[src/rtl/pss_pkg.sv]
package pss_pkg;
   // ==========================================================
   // register offsets
   localparam logic [7:0] PSS_OFF_CTRL    = 8'h00;
   localparam logic [7:0] PSS_OFF_WAKE_LO = 8'h04;
   localparam logic [7:0] PSS_OFF_WAKE_HI = 8'h08;
   localparam logic [7:0] PSS_OFF_SLEEP   = 8'h0c;
   localparam logic [7:0] PSS_OFF_ROUSE1  = 8'h10;
   localparam logic [7:0] PSS_OFF_ROUSE2  = 8'h14;
   // ==========================================================
   // general control fields
   localparam int PSS_CTL_CLKSEL = 0;
   localparam int PSS_CTL_SLEEP  = 1;
   localparam int PSS_CTL_PINEN  = 2;
   localparam int PSS_CTL_PINPOL = 3;
   localparam int PSS_CTL_TIMEN  = 4;
   localparam int PSS_CTL_WIDE   = 5;
   localparam logic [5:0] PSS_CTL_RESET = 6'h08;
   localparam logic [5:0] PSS_CTL_WMASK = 6'h3d;
   // ==========================================================
   // state register fields
   localparam int PSS_DWELL_LSB = 16;
   localparam int PSS_GATE_BIT  = 14;
   localparam int PSS_APFM_BIT  = 9;
   localparam int PSS_CPFM_BIT  = 8;
   localparam int PSS_IO_BIT    = 5;
   localparam int PSS_PLL_BIT   = 4;
   localparam int PSS_AEN_BIT   = 1;
   localparam int PSS_CEN_BIT   = 0;
   localparam logic [31:0] PSS_CFG_WMASK  = 32'h001f4331;
   localparam logic [31:0] PSS_SLEEP_INIT = 32'h00100000;
   localparam logic [31:0] PSS_ROUSE1_INIT = 32'h00100020;
   localparam logic [31:0] PSS_ROUSE2_INIT = 32'h00100031;
   localparam logic [31:0] PSS_RUN_CFG    = 32'h00000033;
   localparam logic [2:0]  PSS_AEN_RO     = 3'h4;
   // ==========================================================
   // types
   typedef enum logic [3:0] {
      PSS_RUNNING = 4'h1,
      PSS_SLEEP   = 4'h2,
      PSS_ROUSE1  = 4'h4,
      PSS_ROUSE2  = 4'h8
   } pss_fsm_type;

   typedef struct packed {
      pss_fsm_type      fsm;
      logic [31:0]      cnt;
      logic [5:0]       ctrl;
      logic [31:0]      wlo;
      logic [31:0]      whi;
      logic [2:0][31:0] cfg;
      logic [31:0]      rdata;
      logic             core_en;
      logic             ana_en;
      logic             core_pfm;
      logic             ana_pfm;
      logic             io_en;
      logic             pll_en;
      logic             clk_gate;
      logic             pin_m;
      logic             pin_s;
      logic [3:0]       good_m;
      logic [3:0]       good_s;
   } pss_state_type;
endpackage : pss_pkg

[src/rtl/pss_sequencer.sv]
`timescale 1ns/1ps
module pss_sequencer
   import pss_pkg::*;
#(
   parameter int ADDR_W = 8
)(
   input  wire logic              i_clk,
   input  wire logic              i_reset,
   input  wire logic              i_reg_wr,
   input  wire logic              i_reg_rd,
   input  wire logic [ADDR_W-1:0] i_reg_addr,
   input  wire logic [31:0]       i_reg_wdata,
   output logic      [31:0]       o_reg_rdata,
   input  wire logic [63:0]       i_rtc_count,
   input  wire logic              i_wake_pin,
   input  wire logic [3:0]        i_supply_good,
   output logic      [3:0]        o_state,
   output logic                   o_core_conv_en,
   output logic                   o_analog_conv_en,
   output logic                   o_core_conv_pfm,
   output logic                   o_analog_conv_pfm,
   output logic                   o_io_supply_en,
   output logic                   o_pll_reg_en,
   output logic                   o_tile_clk_gate
);
   // ==========================================================
   // elaboration check
   if (ADDR_W < 8)
   begin : g_bad_addr
      $error("address width too small for register map");
   end

   pss_state_type q;
   pss_state_type d;

   logic [7:0]  addr;
   logic [1:0]  idx;
   logic [31:0] cur_cfg;
   logic [31:0] dwell_mask;
   logic        dwell_done;
   logic        timer_hit;
   logic        pin_hit;
   logic [3:0]  need;
   logic        supplies_ok;
   logic [31:0] nxt_cfg;

   assign addr = i_reg_addr[7:0];

   // ==========================================================
   // next state
   always_comb
   begin
      d = q;
      // current state register view
      idx = 2'd0;
      if (q.fsm == PSS_ROUSE1)
      begin
         idx = 2'd1;
      end
      else if (q.fsm == PSS_ROUSE2)
      begin
         idx = 2'd2;
      end
      cur_cfg = q.cfg[idx];
      cur_cfg[PSS_AEN_BIT] = PSS_AEN_RO[idx];
      // dwell of 2**n cycles on the running clock
      dwell_mask = (32'h1 << cur_cfg[PSS_DWELL_LSB +: 5]) - 32'h1;
      dwell_done = (q.cnt >= dwell_mask);
      // wake sources
      if (q.ctrl[PSS_CTL_WIDE] && q.fsm == PSS_SLEEP)
      begin
         timer_hit = q.ctrl[PSS_CTL_TIMEN] && (i_rtc_count == {q.whi, q.wlo});
      end
      else
      begin
         timer_hit = q.ctrl[PSS_CTL_TIMEN] && (i_rtc_count[31:0] == q.wlo);
      end
      pin_hit = q.ctrl[PSS_CTL_PINEN] && (q.pin_s == q.ctrl[PSS_CTL_PINPOL]);
      // supplies: {io, pll, analogue, core}
      need = {cur_cfg[PSS_IO_BIT], cur_cfg[PSS_PLL_BIT],
              cur_cfg[PSS_AEN_BIT], cur_cfg[PSS_CEN_BIT]};
      supplies_ok = ((need & q.good_s) == need);

      // synchronisers
      d.pin_m  = i_wake_pin;
      d.pin_s  = q.pin_m;
      d.good_m = i_supply_good;
      d.good_s = q.good_m;

      // dwell counter, saturates once the minimum is met
      if (!dwell_done)
      begin
         d.cnt = q.cnt + 32'h1;
      end

      // register writes
      if (i_reg_wr)
      begin
         if (addr == PSS_OFF_CTRL)
         begin
            d.ctrl = i_reg_wdata[5:0] & PSS_CTL_WMASK;
         end
         else if (addr == PSS_OFF_WAKE_LO)
         begin
            d.wlo = i_reg_wdata;
         end
         else if (addr == PSS_OFF_WAKE_HI)
         begin
            d.whi = i_reg_wdata;
         end
         else if (addr == PSS_OFF_SLEEP)
         begin
            d.cfg[0] = i_reg_wdata & PSS_CFG_WMASK;
         end
         else if (addr == PSS_OFF_ROUSE1)
         begin
            d.cfg[1] = i_reg_wdata & PSS_CFG_WMASK;
         end
         else if (addr == PSS_OFF_ROUSE2)
         begin
            d.cfg[2] = i_reg_wdata & PSS_CFG_WMASK;
         end
      end

      // sequencer
      case (q.fsm)
         PSS_RUNNING:
         begin
            // sleep request is a self-clearing write of control bit 1
            if (i_reg_wr && addr == PSS_OFF_CTRL && i_reg_wdata[PSS_CTL_SLEEP])
            begin
               d.fsm = PSS_SLEEP;
            end
         end
         PSS_SLEEP:
         begin
            if (dwell_done && (timer_hit || pin_hit))
            begin
               d.fsm = PSS_ROUSE1;
            end
         end
         PSS_ROUSE1:
         begin
            if (dwell_done && supplies_ok)
            begin
               d.fsm = PSS_ROUSE2;
            end
         end
         PSS_ROUSE2:
         begin
            if (dwell_done && supplies_ok)
            begin
               d.fsm = PSS_RUNNING;
            end
         end
         default:
         begin
            d.fsm = PSS_RUNNING;
         end
      endcase
      if (d.fsm != q.fsm)
      begin
         d.cnt = 32'h0;
      end

      // supply controls follow the state being entered
      nxt_cfg = PSS_RUN_CFG;
      if (d.fsm == PSS_SLEEP)
      begin
         nxt_cfg = d.cfg[0];
         nxt_cfg[PSS_AEN_BIT] = PSS_AEN_RO[0];
      end
      else if (d.fsm == PSS_ROUSE1)
      begin
         nxt_cfg = d.cfg[1];
         nxt_cfg[PSS_AEN_BIT] = PSS_AEN_RO[1];
      end
      else if (d.fsm == PSS_ROUSE2)
      begin
         nxt_cfg = d.cfg[2];
         nxt_cfg[PSS_AEN_BIT] = PSS_AEN_RO[2];
      end
      d.clk_gate = nxt_cfg[PSS_GATE_BIT];
      d.ana_pfm  = nxt_cfg[PSS_APFM_BIT];
      d.core_pfm = nxt_cfg[PSS_CPFM_BIT];
      d.io_en    = nxt_cfg[PSS_IO_BIT];
      d.pll_en   = nxt_cfg[PSS_PLL_BIT];
      d.ana_en   = nxt_cfg[PSS_AEN_BIT];
      d.core_en  = nxt_cfg[PSS_CEN_BIT];

      // register reads, unmapped offsets read zero
      if (i_reg_rd)
      begin
         if (addr == PSS_OFF_CTRL)
         begin
            d.rdata = {26'h0, q.ctrl};
         end
         else if (addr == PSS_OFF_WAKE_LO)
         begin
            d.rdata = q.wlo;
         end
         else if (addr == PSS_OFF_WAKE_HI)
         begin
            d.rdata = q.whi;
         end
         else if (addr == PSS_OFF_SLEEP)
         begin
            d.rdata = q.cfg[0] | {30'h0, PSS_AEN_RO[0], 1'b0};
         end
         else if (addr == PSS_OFF_ROUSE1)
         begin
            d.rdata = q.cfg[1] | {30'h0, PSS_AEN_RO[1], 1'b0};
         end
         else if (addr == PSS_OFF_ROUSE2)
         begin
            d.rdata = q.cfg[2] | {30'h0, PSS_AEN_RO[2], 1'b0};
         end
         else
         begin
            d.rdata = 32'h0;
         end
      end
   end

   // ==========================================================
   // state register
   always_ff @(posedge i_clk or posedge i_reset)
   begin
      if (i_reset)
      begin
         q          <= '0;
         q.fsm      <= PSS_RUNNING;
         q.ctrl     <= PSS_CTL_RESET;
         q.cfg[0]   <= PSS_SLEEP_INIT;
         q.cfg[1]   <= PSS_ROUSE1_INIT;
         q.cfg[2]   <= PSS_ROUSE2_INIT;
         q.core_en  <= PSS_RUN_CFG[PSS_CEN_BIT];
         q.ana_en   <= PSS_RUN_CFG[PSS_AEN_BIT];
         q.io_en    <= PSS_RUN_CFG[PSS_IO_BIT];
         q.pll_en   <= PSS_RUN_CFG[PSS_PLL_BIT];
      end
      else
      begin
         q <= d;
      end
   end

   assign o_reg_rdata       = q.rdata;
   assign o_state           = q.fsm;
   assign o_core_conv_en    = q.core_en;
   assign o_analog_conv_en  = q.ana_en;
   assign o_core_conv_pfm   = q.core_pfm;
   assign o_analog_conv_pfm = q.ana_pfm;
   assign o_io_supply_en    = q.io_en;
   assign o_pll_reg_en      = q.pll_en;
   assign o_tile_clk_gate   = q.clk_gate;

   // ==========================================================
   // checks
   narrow_compare_a: assert property (@(posedge i_clk) disable iff (i_reset)
      (q.fsm == PSS_SLEEP && dwell_done && q.ctrl[PSS_CTL_TIMEN] && !q.ctrl[PSS_CTL_WIDE]
       && i_rtc_count[31:0] == q.wlo) |=> (q.fsm == PSS_ROUSE1))
      else $error("32-bit timer match did not wake");

   wide_compare_a: assert property (@(posedge i_clk) disable iff (i_reset)
      (q.fsm == PSS_SLEEP && q.ctrl[PSS_CTL_WIDE] && !pin_hit
       && i_rtc_count[63:32] != q.whi) |=> (q.fsm == PSS_SLEEP))
      else $error("64-bit mode woke on upper word mismatch");

   upper_readback_a: assert property (@(posedge i_clk) disable iff (i_reset)
      (i_reg_wr && addr == PSS_OFF_WAKE_HI ##1 i_reg_rd && !i_reg_wr
       && addr == PSS_OFF_WAKE_HI) |=> (o_reg_rdata == $past(i_reg_wdata, 2)))
      else $error("upper wake word readback wrong");

   sleep_dwell_a: assert property (@(posedge i_clk) disable iff (i_reset)
      (q.fsm == PSS_SLEEP && !dwell_done) |=> (q.fsm == PSS_SLEEP))
      else $error("left sleep before dwell expired");

   no_source_a: assert property (@(posedge i_clk) disable iff (i_reset)
      (q.fsm == PSS_SLEEP && !q.ctrl[PSS_CTL_TIMEN] && !q.ctrl[PSS_CTL_PINEN])
      |=> (q.fsm == PSS_SLEEP))
      else $error("woke with both sources disabled");

   pin_wake_a: assert property (@(posedge i_clk) disable iff (i_reset)
      (q.fsm == PSS_SLEEP && dwell_done && q.ctrl[PSS_CTL_PINEN]
       && q.pin_s == q.ctrl[PSS_CTL_PINPOL]) |=> (q.fsm == PSS_ROUSE1))
      else $error("pin wake level ignored");

   supply_wait_a: assert property (@(posedge i_clk) disable iff (i_reset)
      ((q.fsm == PSS_ROUSE1 || q.fsm == PSS_ROUSE2) && !supplies_ok)
      |=> (q.fsm == $past(q.fsm)))
      else $error("rousing state left with a supply not good");

   dwell_length_a: assert property (@(posedge i_clk) disable iff (i_reset)
      (q.fsm != PSS_RUNNING && d.fsm != q.fsm) |-> (q.cnt >= dwell_mask))
      else $error("state left before 2**n cycles");

   clock_gate_a: assert property (@(posedge i_clk) disable iff (i_reset)
      (q.fsm == PSS_SLEEP) |-> (o_tile_clk_gate == q.cfg[0][PSS_GATE_BIT]))
      else $error("tile clock gate not per sleep register");

   modulation_a: assert property (@(posedge i_clk) disable iff (i_reset)
      (q.fsm == PSS_ROUSE1) |-> (o_analog_conv_pfm == q.cfg[1][PSS_APFM_BIT]
       && o_core_conv_pfm == q.cfg[1][PSS_CPFM_BIT]))
      else $error("modulation not per rousing register");

   enables_a: assert property (@(posedge i_clk) disable iff (i_reset)
      (q.fsm == PSS_ROUSE2) |-> (o_io_supply_en == q.cfg[2][PSS_IO_BIT]
       && o_pll_reg_en == q.cfg[2][PSS_PLL_BIT] && o_core_conv_en == q.cfg[2][PSS_CEN_BIT]
       && o_analog_conv_en))
      else $error("supply enables not per second rousing register");

   ro_bit_a: assert property (@(posedge i_clk) disable iff (i_reset)
      (i_reg_rd && (addr == PSS_OFF_SLEEP || addr == PSS_OFF_ROUSE1))
      |=> !o_reg_rdata[PSS_AEN_BIT])
      else $error("read-only analogue enable reads one");

   reserved_zero_a: assert property (@(posedge i_clk) disable iff (i_reset)
      (i_reg_rd && (addr == PSS_OFF_SLEEP || addr == PSS_OFF_ROUSE2))
      |=> ((o_reg_rdata & ~(PSS_CFG_WMASK | 32'h2)) == 32'h0))
      else $error("reserved bits read nonzero");

   order_a: assert property (@(posedge i_clk) disable iff (i_reset)
      (q.fsm != $past(q.fsm)) |-> (($past(q.fsm) == PSS_SLEEP && q.fsm == PSS_ROUSE1)
       || ($past(q.fsm) == PSS_ROUSE1 && q.fsm == PSS_ROUSE2)
       || ($past(q.fsm) == PSS_ROUSE2 && q.fsm == PSS_RUNNING)
       || ($past(q.fsm) == PSS_RUNNING && q.fsm == PSS_SLEEP)))
      else $error("illegal sequencer step");
endmodule : pss_sequencer

[config.mk]
export PLATFORM = sky130hd
export DESIGN_NAME = pss_sequencer
export DESIGN_NICKNAME = d
export VERILOG_FILES = /design/src/rtl/pss_pkg.sv /design/src/rtl/pss_sequencer.sv
export SDC_FILE = /design/constraint.sdc
export NUM_CORES = 1
export LEC_CHECK = 0
export BUFFER_PORTS_ARGS = -buffer_cell sky130_fd_sc_hd__buf_2
export CAP_MARGIN = 10
export CORE_MARGIN = 4
export CORE_UTILIZATION = 53
export CTS_BUF_LIST = sky130_fd_sc_hd__clkbuf_16
export CTS_CLUSTER_DIAMETER = 30
export DETAILED_ROUTE_END_ITERATION = 6
export PLACE_DENSITY = 0.77
export SLEW_MARGIN = 20
export SYNTH_ARGS = -nofsm -noshare
export SYNTH_HDL_FRONTEND = slang
export SYNTH_SLANG_ARGS = --single-unit
[constraint.sdc]
create_clock -name i_clk -period 5.5 [get_ports i_clk]
set_clock_uncertainty 0.05 [all_clocks]
set_input_delay 0.275 -clock i_clk [delete_from_list [all_inputs] [get_ports i_clk]]
set_output_delay 0.275 -clock i_clk [all_outputs]
set_load 0.01 [all_outputs]
* After elaboration in Yosys (flattened, before gate mapping)
Index checks and enable logic that the tools add are counted.
Storage, ports and cells: register bits after elaboration 247, bits of input ports 113, output and inout bits 43
Cells by class: $add $sub $neg 2, order comparisons 2, equal/unequal tests 18, shift operators 1, muxes and demuxes 32, bitwise operators 3, reduce and logical (&&, ||, !) cells 13
Operator list (number):
- 32-bit two-way mux | 12
- 96-bit two-way mux | 4
- 32-bit binary-select mux with 2-bit select | 1
- 64-bit equality test | 1
- 64-bit two-way mux | 1
- 15-bit two-way mux | 3
- 32-bit by 1-bit adder with 32-bit output, second input constant | 1
- 32-bit equality test | 1
- 32-bit greater-or-equal comparator | 1
- 1-bit by 5-bit << shifter with 32-bit output, first input constant | 1
- 32-bit by 1-bit subtractor with 32-bit output, second input constant | 1
- 21-bit two-way mux | 1
- 8-bit by 4-bit equality test with 1-bit output, second input constant | 2
- 8-bit by 5-bit equality test with 1-bit output, second input constant | 2
- 4-bit two-way mux | 4
- 4-bit case mux with 4 select lines | 1
- 4-bit by 2-bit equality test with 1-bit output, second input constant | 2
- 4-bit by 3-bit equality test with 1-bit output, second input constant | 2
- 4-bit equality test, second input constant | 2
- 8-bit by 3-bit equality test with 1-bit output, second input constant | 1
- 1-bit logical AND | 8
- 8-bit zero test | 1
- 4-bit AND | 1
- 4-bit by 1-bit equality test with 1-bit output, second input constant | 1
- other kinds (13) | 16

* Logic depth before layout (Yosys ltp)
word-level depth 15, depth in mapped cells 24

* Worst setup path before layout
Ideal clock, no wire load.
path kind register -> register, start point register q, in the netlist o_state[3], end point register q[225] (netlist bit), library setup time 0.132 ns, arrival time 4.768 ns, data required time 5.318 ns, path slack 0.549 ns, cell stages (with the launch flop) 25, buffers on the path 3, clock period less this slack 4.951 ns, cell sequence dfrtp_1 > nor4b_4 > buf_6 > mux2i_1 > o21ai_1 > inv_1 > nand2_1 > nor2_1 > nand3_1 > ha_1 > buf_2 > nor2_1 > a32oi_1 > nor2_1 > a21oi_1 > ha_1 > nand4_1 > or3_1 > a2111oi_4 > o31ai_4 > nand2_4 > and4_4 > o21ba_4 > buf_6 > nor4_2
On the way: word-level cells in the longest chain between the ends 13
RTL lines:
- start, declared | line pss_sequencer.sv:33 | pss_state_type q;
- 4-bit equality test | line pss_sequencer.sv:60, pss_sequencer.sv:126
- 2-bit two-way mux | line pss_sequencer.sv:60 | else if (q.fsm == PSS_ROUSE2)
- 2-bit two-way mux | line pss_sequencer.sv:56 | if (q.fsm == PSS_ROUSE1)
- 32-bit binary-select mux with 2-bit select | line pss_sequencer.sv:64 | cur_cfg = q.cfg[idx];
- 21-bit two-way mux (not written as such) | line pss_sequencer.sv:64
- 1-bit by 5-bit << shifter with 32-bit output | line pss_sequencer.sv:67 | dwell_mask = (32'h1 << cur_cfg[PSS_DWELL_LSB +: 5]) - 32'h1;
- 32-bit by 1-bit subtractor with 32-bit output | line pss_sequencer.sv:67
- 32-bit greater-or-equal comparator | line pss_sequencer.sv:68 | dwell_done = (q.cnt >= dwell_mask);
- 1-bit logical AND, on equally long branches | line pss_sequencer.sv:144, pss_sequencer.sv:151, pss_sequencer.sv:137
- 4-bit two-way mux, on equally long branches | line pss_sequencer.sv:151, pss_sequencer.sv:137, pss_sequencer.sv:144
- 4-bit case mux with 4 select lines | line pss_sequencer.sv:126 | case (q.fsm)
- 4-bit inequality test | line pss_sequencer.sv:161 | if (d.fsm != q.fsm)
- 2-bit by 1-bit inequality test with 1-bit output (no line) / 32-bit two-way mux (equally long branches)
Several ways; a longest one is shown, not always the timed one. The select of a mux whose other input is x is not followed. A chain may end at the register's enable or synchronous reset.

* Worst setup path after layout
start point register q, in the netlist o_state[3], end point register q[233] (netlist bit)
The elaborated chain is that of the path after synthesis.

==> results.tsv <==
metric	value	unit
status	finished, final reports clean	
Post-synth EDFFs	0	
flop2flop setup slack	0.31	ns
FF+latch count, synth	211	
leakage	6.77	nW
vias per cell	6.10	
H-tree levels	2	
initial core utilization	54.3	%
worst min-delay path class	in2reg	
worst-margin pin slew	1.11	ns
DR WL/cell	21.8	um
synth top area cells	dfrtp_1 41%, mux2_2 9.5%, xnor2_1 5.3%	
crit share post-route	94.3	%
gpl congestion	0.893	
number of routed nets with antenna violations	0	
Slew HR	25.7	%
Arr. time, crit path	5.54	ns
FF-to-FF path depth	22	
VDD IR max	0.000396	V
Synth top area share	41.4	%
FMAX	0.193	GHz
worst flop-to-flop path startpoint	o_state[3]	
Die X	158	um
clock root buffer	clkbuf_16	
final setup vio count	0	
fin crit period	5.19	ns
WP depth	22	
top-count cell post-synth	dfrtp_1	
internal power	0.00371	W
total chip power	0.00507	W
critical path capture point type	register	
Num CTS Buffers	44	
share of cells above drive strength 1	34.5	%
area grow syn2layout	22.9	%
Final TNS setup	0	ns
startpoint types	register	
top post-synthesis cells by count	198 x dfrtp_1, 101 x mux2_2, 77 x a21oi_1	
Hold Path End	q[131]	
crit-path max cell delay	0.47	ns
Yosys top cell by area	dfrtp_1	
endpoints failing hold	0	
number of buffer and inverter stages on the critical path	3	
crit-path max FO	14	
clock network power share	52.1	%
hold path depth	2	
post-layout utilization of the core	66.8	%
FF-to-FF End	q[233]	
CP max stage cell	dfrtp_1	
Sw Share	27.0	%
Post-Synthesis Cells	1119	
Sink Count	211	
Max Slew Vio Count	0	
Max Cap Viol	0	
HPWL after DPL	23800	um
worst endpoint required time	5.85	ns
Ys Warns	0	
IO Port Bufs	155	
CTS tree	built	
netlist area before placement	12000	um^2
Async S/R FF share, synth	100	%
DRC errors left	0	
Initial DRC Count	980	
number of cell rows	54	
grt ovf	0	
core area	22000	um^2
Crit Path Category	reg2reg	
first-pass GRT wire length	54500	um
post-synth cell types	74	
Fillers	1601	
Syn Nets	1266	
die area	25100	um^2
PwrDens	345	nW/um^2
Critical Path, Cell by Cell	nor4b_4, buf_4, mux2i_1, o21a_1, nand2_1, nor2_2, nand3_1, ha_1, buf_4, nor2_1, a22oi_1, o22a_1, ha_1, nand4_1, nor2_1, a221oi_2, and3_2, nand2_4, and4_4, o21ba_4, buf_12, nor4_2	
Die Y-Extent	158	um
Mean Syn Cell Area	10.7	um^2
vias in the first global route	9739	
Skew-Pair Late Insertion Delay	0.53	ns
Main synth FF type	dfrtp_1	
IO Count	156	
Longest Clk Path Bufs	3	
post-synthesis sequential area ratio	44.3	%
Comb pwr share	13.6	%
Psw	0.00137	W
largest net degree at the start of global routing	192	
hold path start	i_reg_wdata[18]	
Reg clk slew, reported paths	0.05	ns
DR pass1 iterations	6	
part of the power in registers	34.2	%
initial antenna violation count	1	
Layout Nets	1443	
Global Route Usage Sum	27.5	%
final WL	35100	um
CP top delay family	simple AND/OR/NAND/NOR gates	
routed vias	9838	
[worst reg2reg max path, delay by kind of cell (launching register included)]
family	cells	cell delay, ns
mux	1	0.26
flops	1	0.47
compound gates	5	1.01
buf+inv	3	0.59
simple gates	11	2.13
fa+ha+maj	2	0.57
[layout make-up]
cell class | count | area (um^2) | share of cell area [%]
Multi-Input combinational cell | 790 | 6050 | 41.1
Antenna cell | 1 | 2.50 | 0.0170
Inverter | 23 | 90.1 | 0.612
Timing Repair Buffer | 226 | 1410 | 9.61
Tap cell | 280 | 350 | 2.38
Clock inverter | 36 | 353 | 2.40
Sequential cell | 211 | 5300 | 36.0
Clock buffer | 46 | 1150 | 7.83
[kinds of logic (layout without fill, tap and decap cells)]
kind of cell / Yosys count / in the layout / synth area share (%)
fa+ha+maj: 34 / 34 / 3.55
simple gates: 308 / 308 / 15.6
xor+xnor: 97 / 97 / 7.10
mux: 121 / 121 / 11.2
compound gates: 229 / 229 / 12.8
other cells: 1 / 2 / 0.0313
flops: 211 / 211 / 44.3
buf+inv: 118 / 331 / 5.50
[power groups by stage]
stage                     Sequential (W)  Clock (W)  Combinational, W
after global routing             0.00175    0.00276          0.000757
after CTS                        0.00173    0.00266          0.000669
after detailed placement         0.00176          0          0.000642
final                            0.00174    0.00264          0.000692
after global placement           0.00175          0          0.000627
after floorplan                  0.00172          0          0.000475
[through the flow]
step,std cells,hold WS (ns),setup WS (ns),cell area [um^2]
after floorplan,1119,0.256,0.549,12000
after global placement,1492,0.282,0.228,12800
after detailed placement,1492,0.285,0.0678,12800
after CTS,1601,0.00257,0.0425,14600
after global routing,1613,0.0187,-0.0207,14700
final,1613,0.0127,0.314,14700
[worst max path at each step]
| stage | slack, ns | start | endpoint |
|---|---|---|---|
| floorplan | 0.55 | o_state[3] | q[225] |
| detailed placement | 0.07 | o_state[3] | q[225] |
| global placement | 0.23 | o_state[3] | q[225] |
| finish | 0.31 | o_state[3] | q[233] |
| CTS | 0.04 | o_state[3] | q[225] |
| global route | -0.02 | o_state[3] | q[244] |
[what timing repair did]
item | in CTS | in global routing
endpoints found under the hold margin | 69 | 0
gates resized for setup | 0 | 7
endpoints found under the setup margin | 0 | 38
hold buffers | 27 | 0
setup buffers | 0 | 11
[cell usage in the layout (no fill, tap or decap), types with 4 or more instances in the layout]
cell type / n
and3_1: 12
buf_2: 155
mux2i_1: 20
dlygate4sd3_1: 27
a211o_1: 4
mux2_2: 101
a22oi_1: 34
o21ai_0: 47
clkinvlp_4: 8
nor2_1: 60
dfstp_2: 13
and2_1: 11
nor3_1: 15
buf_4: 41
nor4_1: 16
xor2_1: 25
nand2b_1: 6
nand2_1: 63
bufinv_16: 5
nand4_1: 22
inv_1: 24
clkbuf_16: 46
xnor2_1: 72
a21oi_1: 76
o22ai_1: 8
o32ai_1: 5
o21a_1: 8
a31oi_1: 4
dfrtp_1: 198
o21ai_1: 6
ha_1: 34
inv_6: 6
nand3_1: 26
clkinv_1: 5
nor2b_1: 18
a221oi_1: 10
nor4_2: 29
clkinv_2: 6
[metal layers]
| metal | vias up | routed length (um) | global-route usage, % |
|---|---|---|---|
| met3 | 79 | 3090 | 5.68 |
| met2 | 535 | 16600 | 44.7 |
| met1 | 4827 | 14500 | 37.6 |
| met4 | 0 | 948 | 8.41 |
| li1 | 4397 | - | - |
| met5 | - | 0 | 0 |
Note: power is estimated with default switching activity, not from simulation.
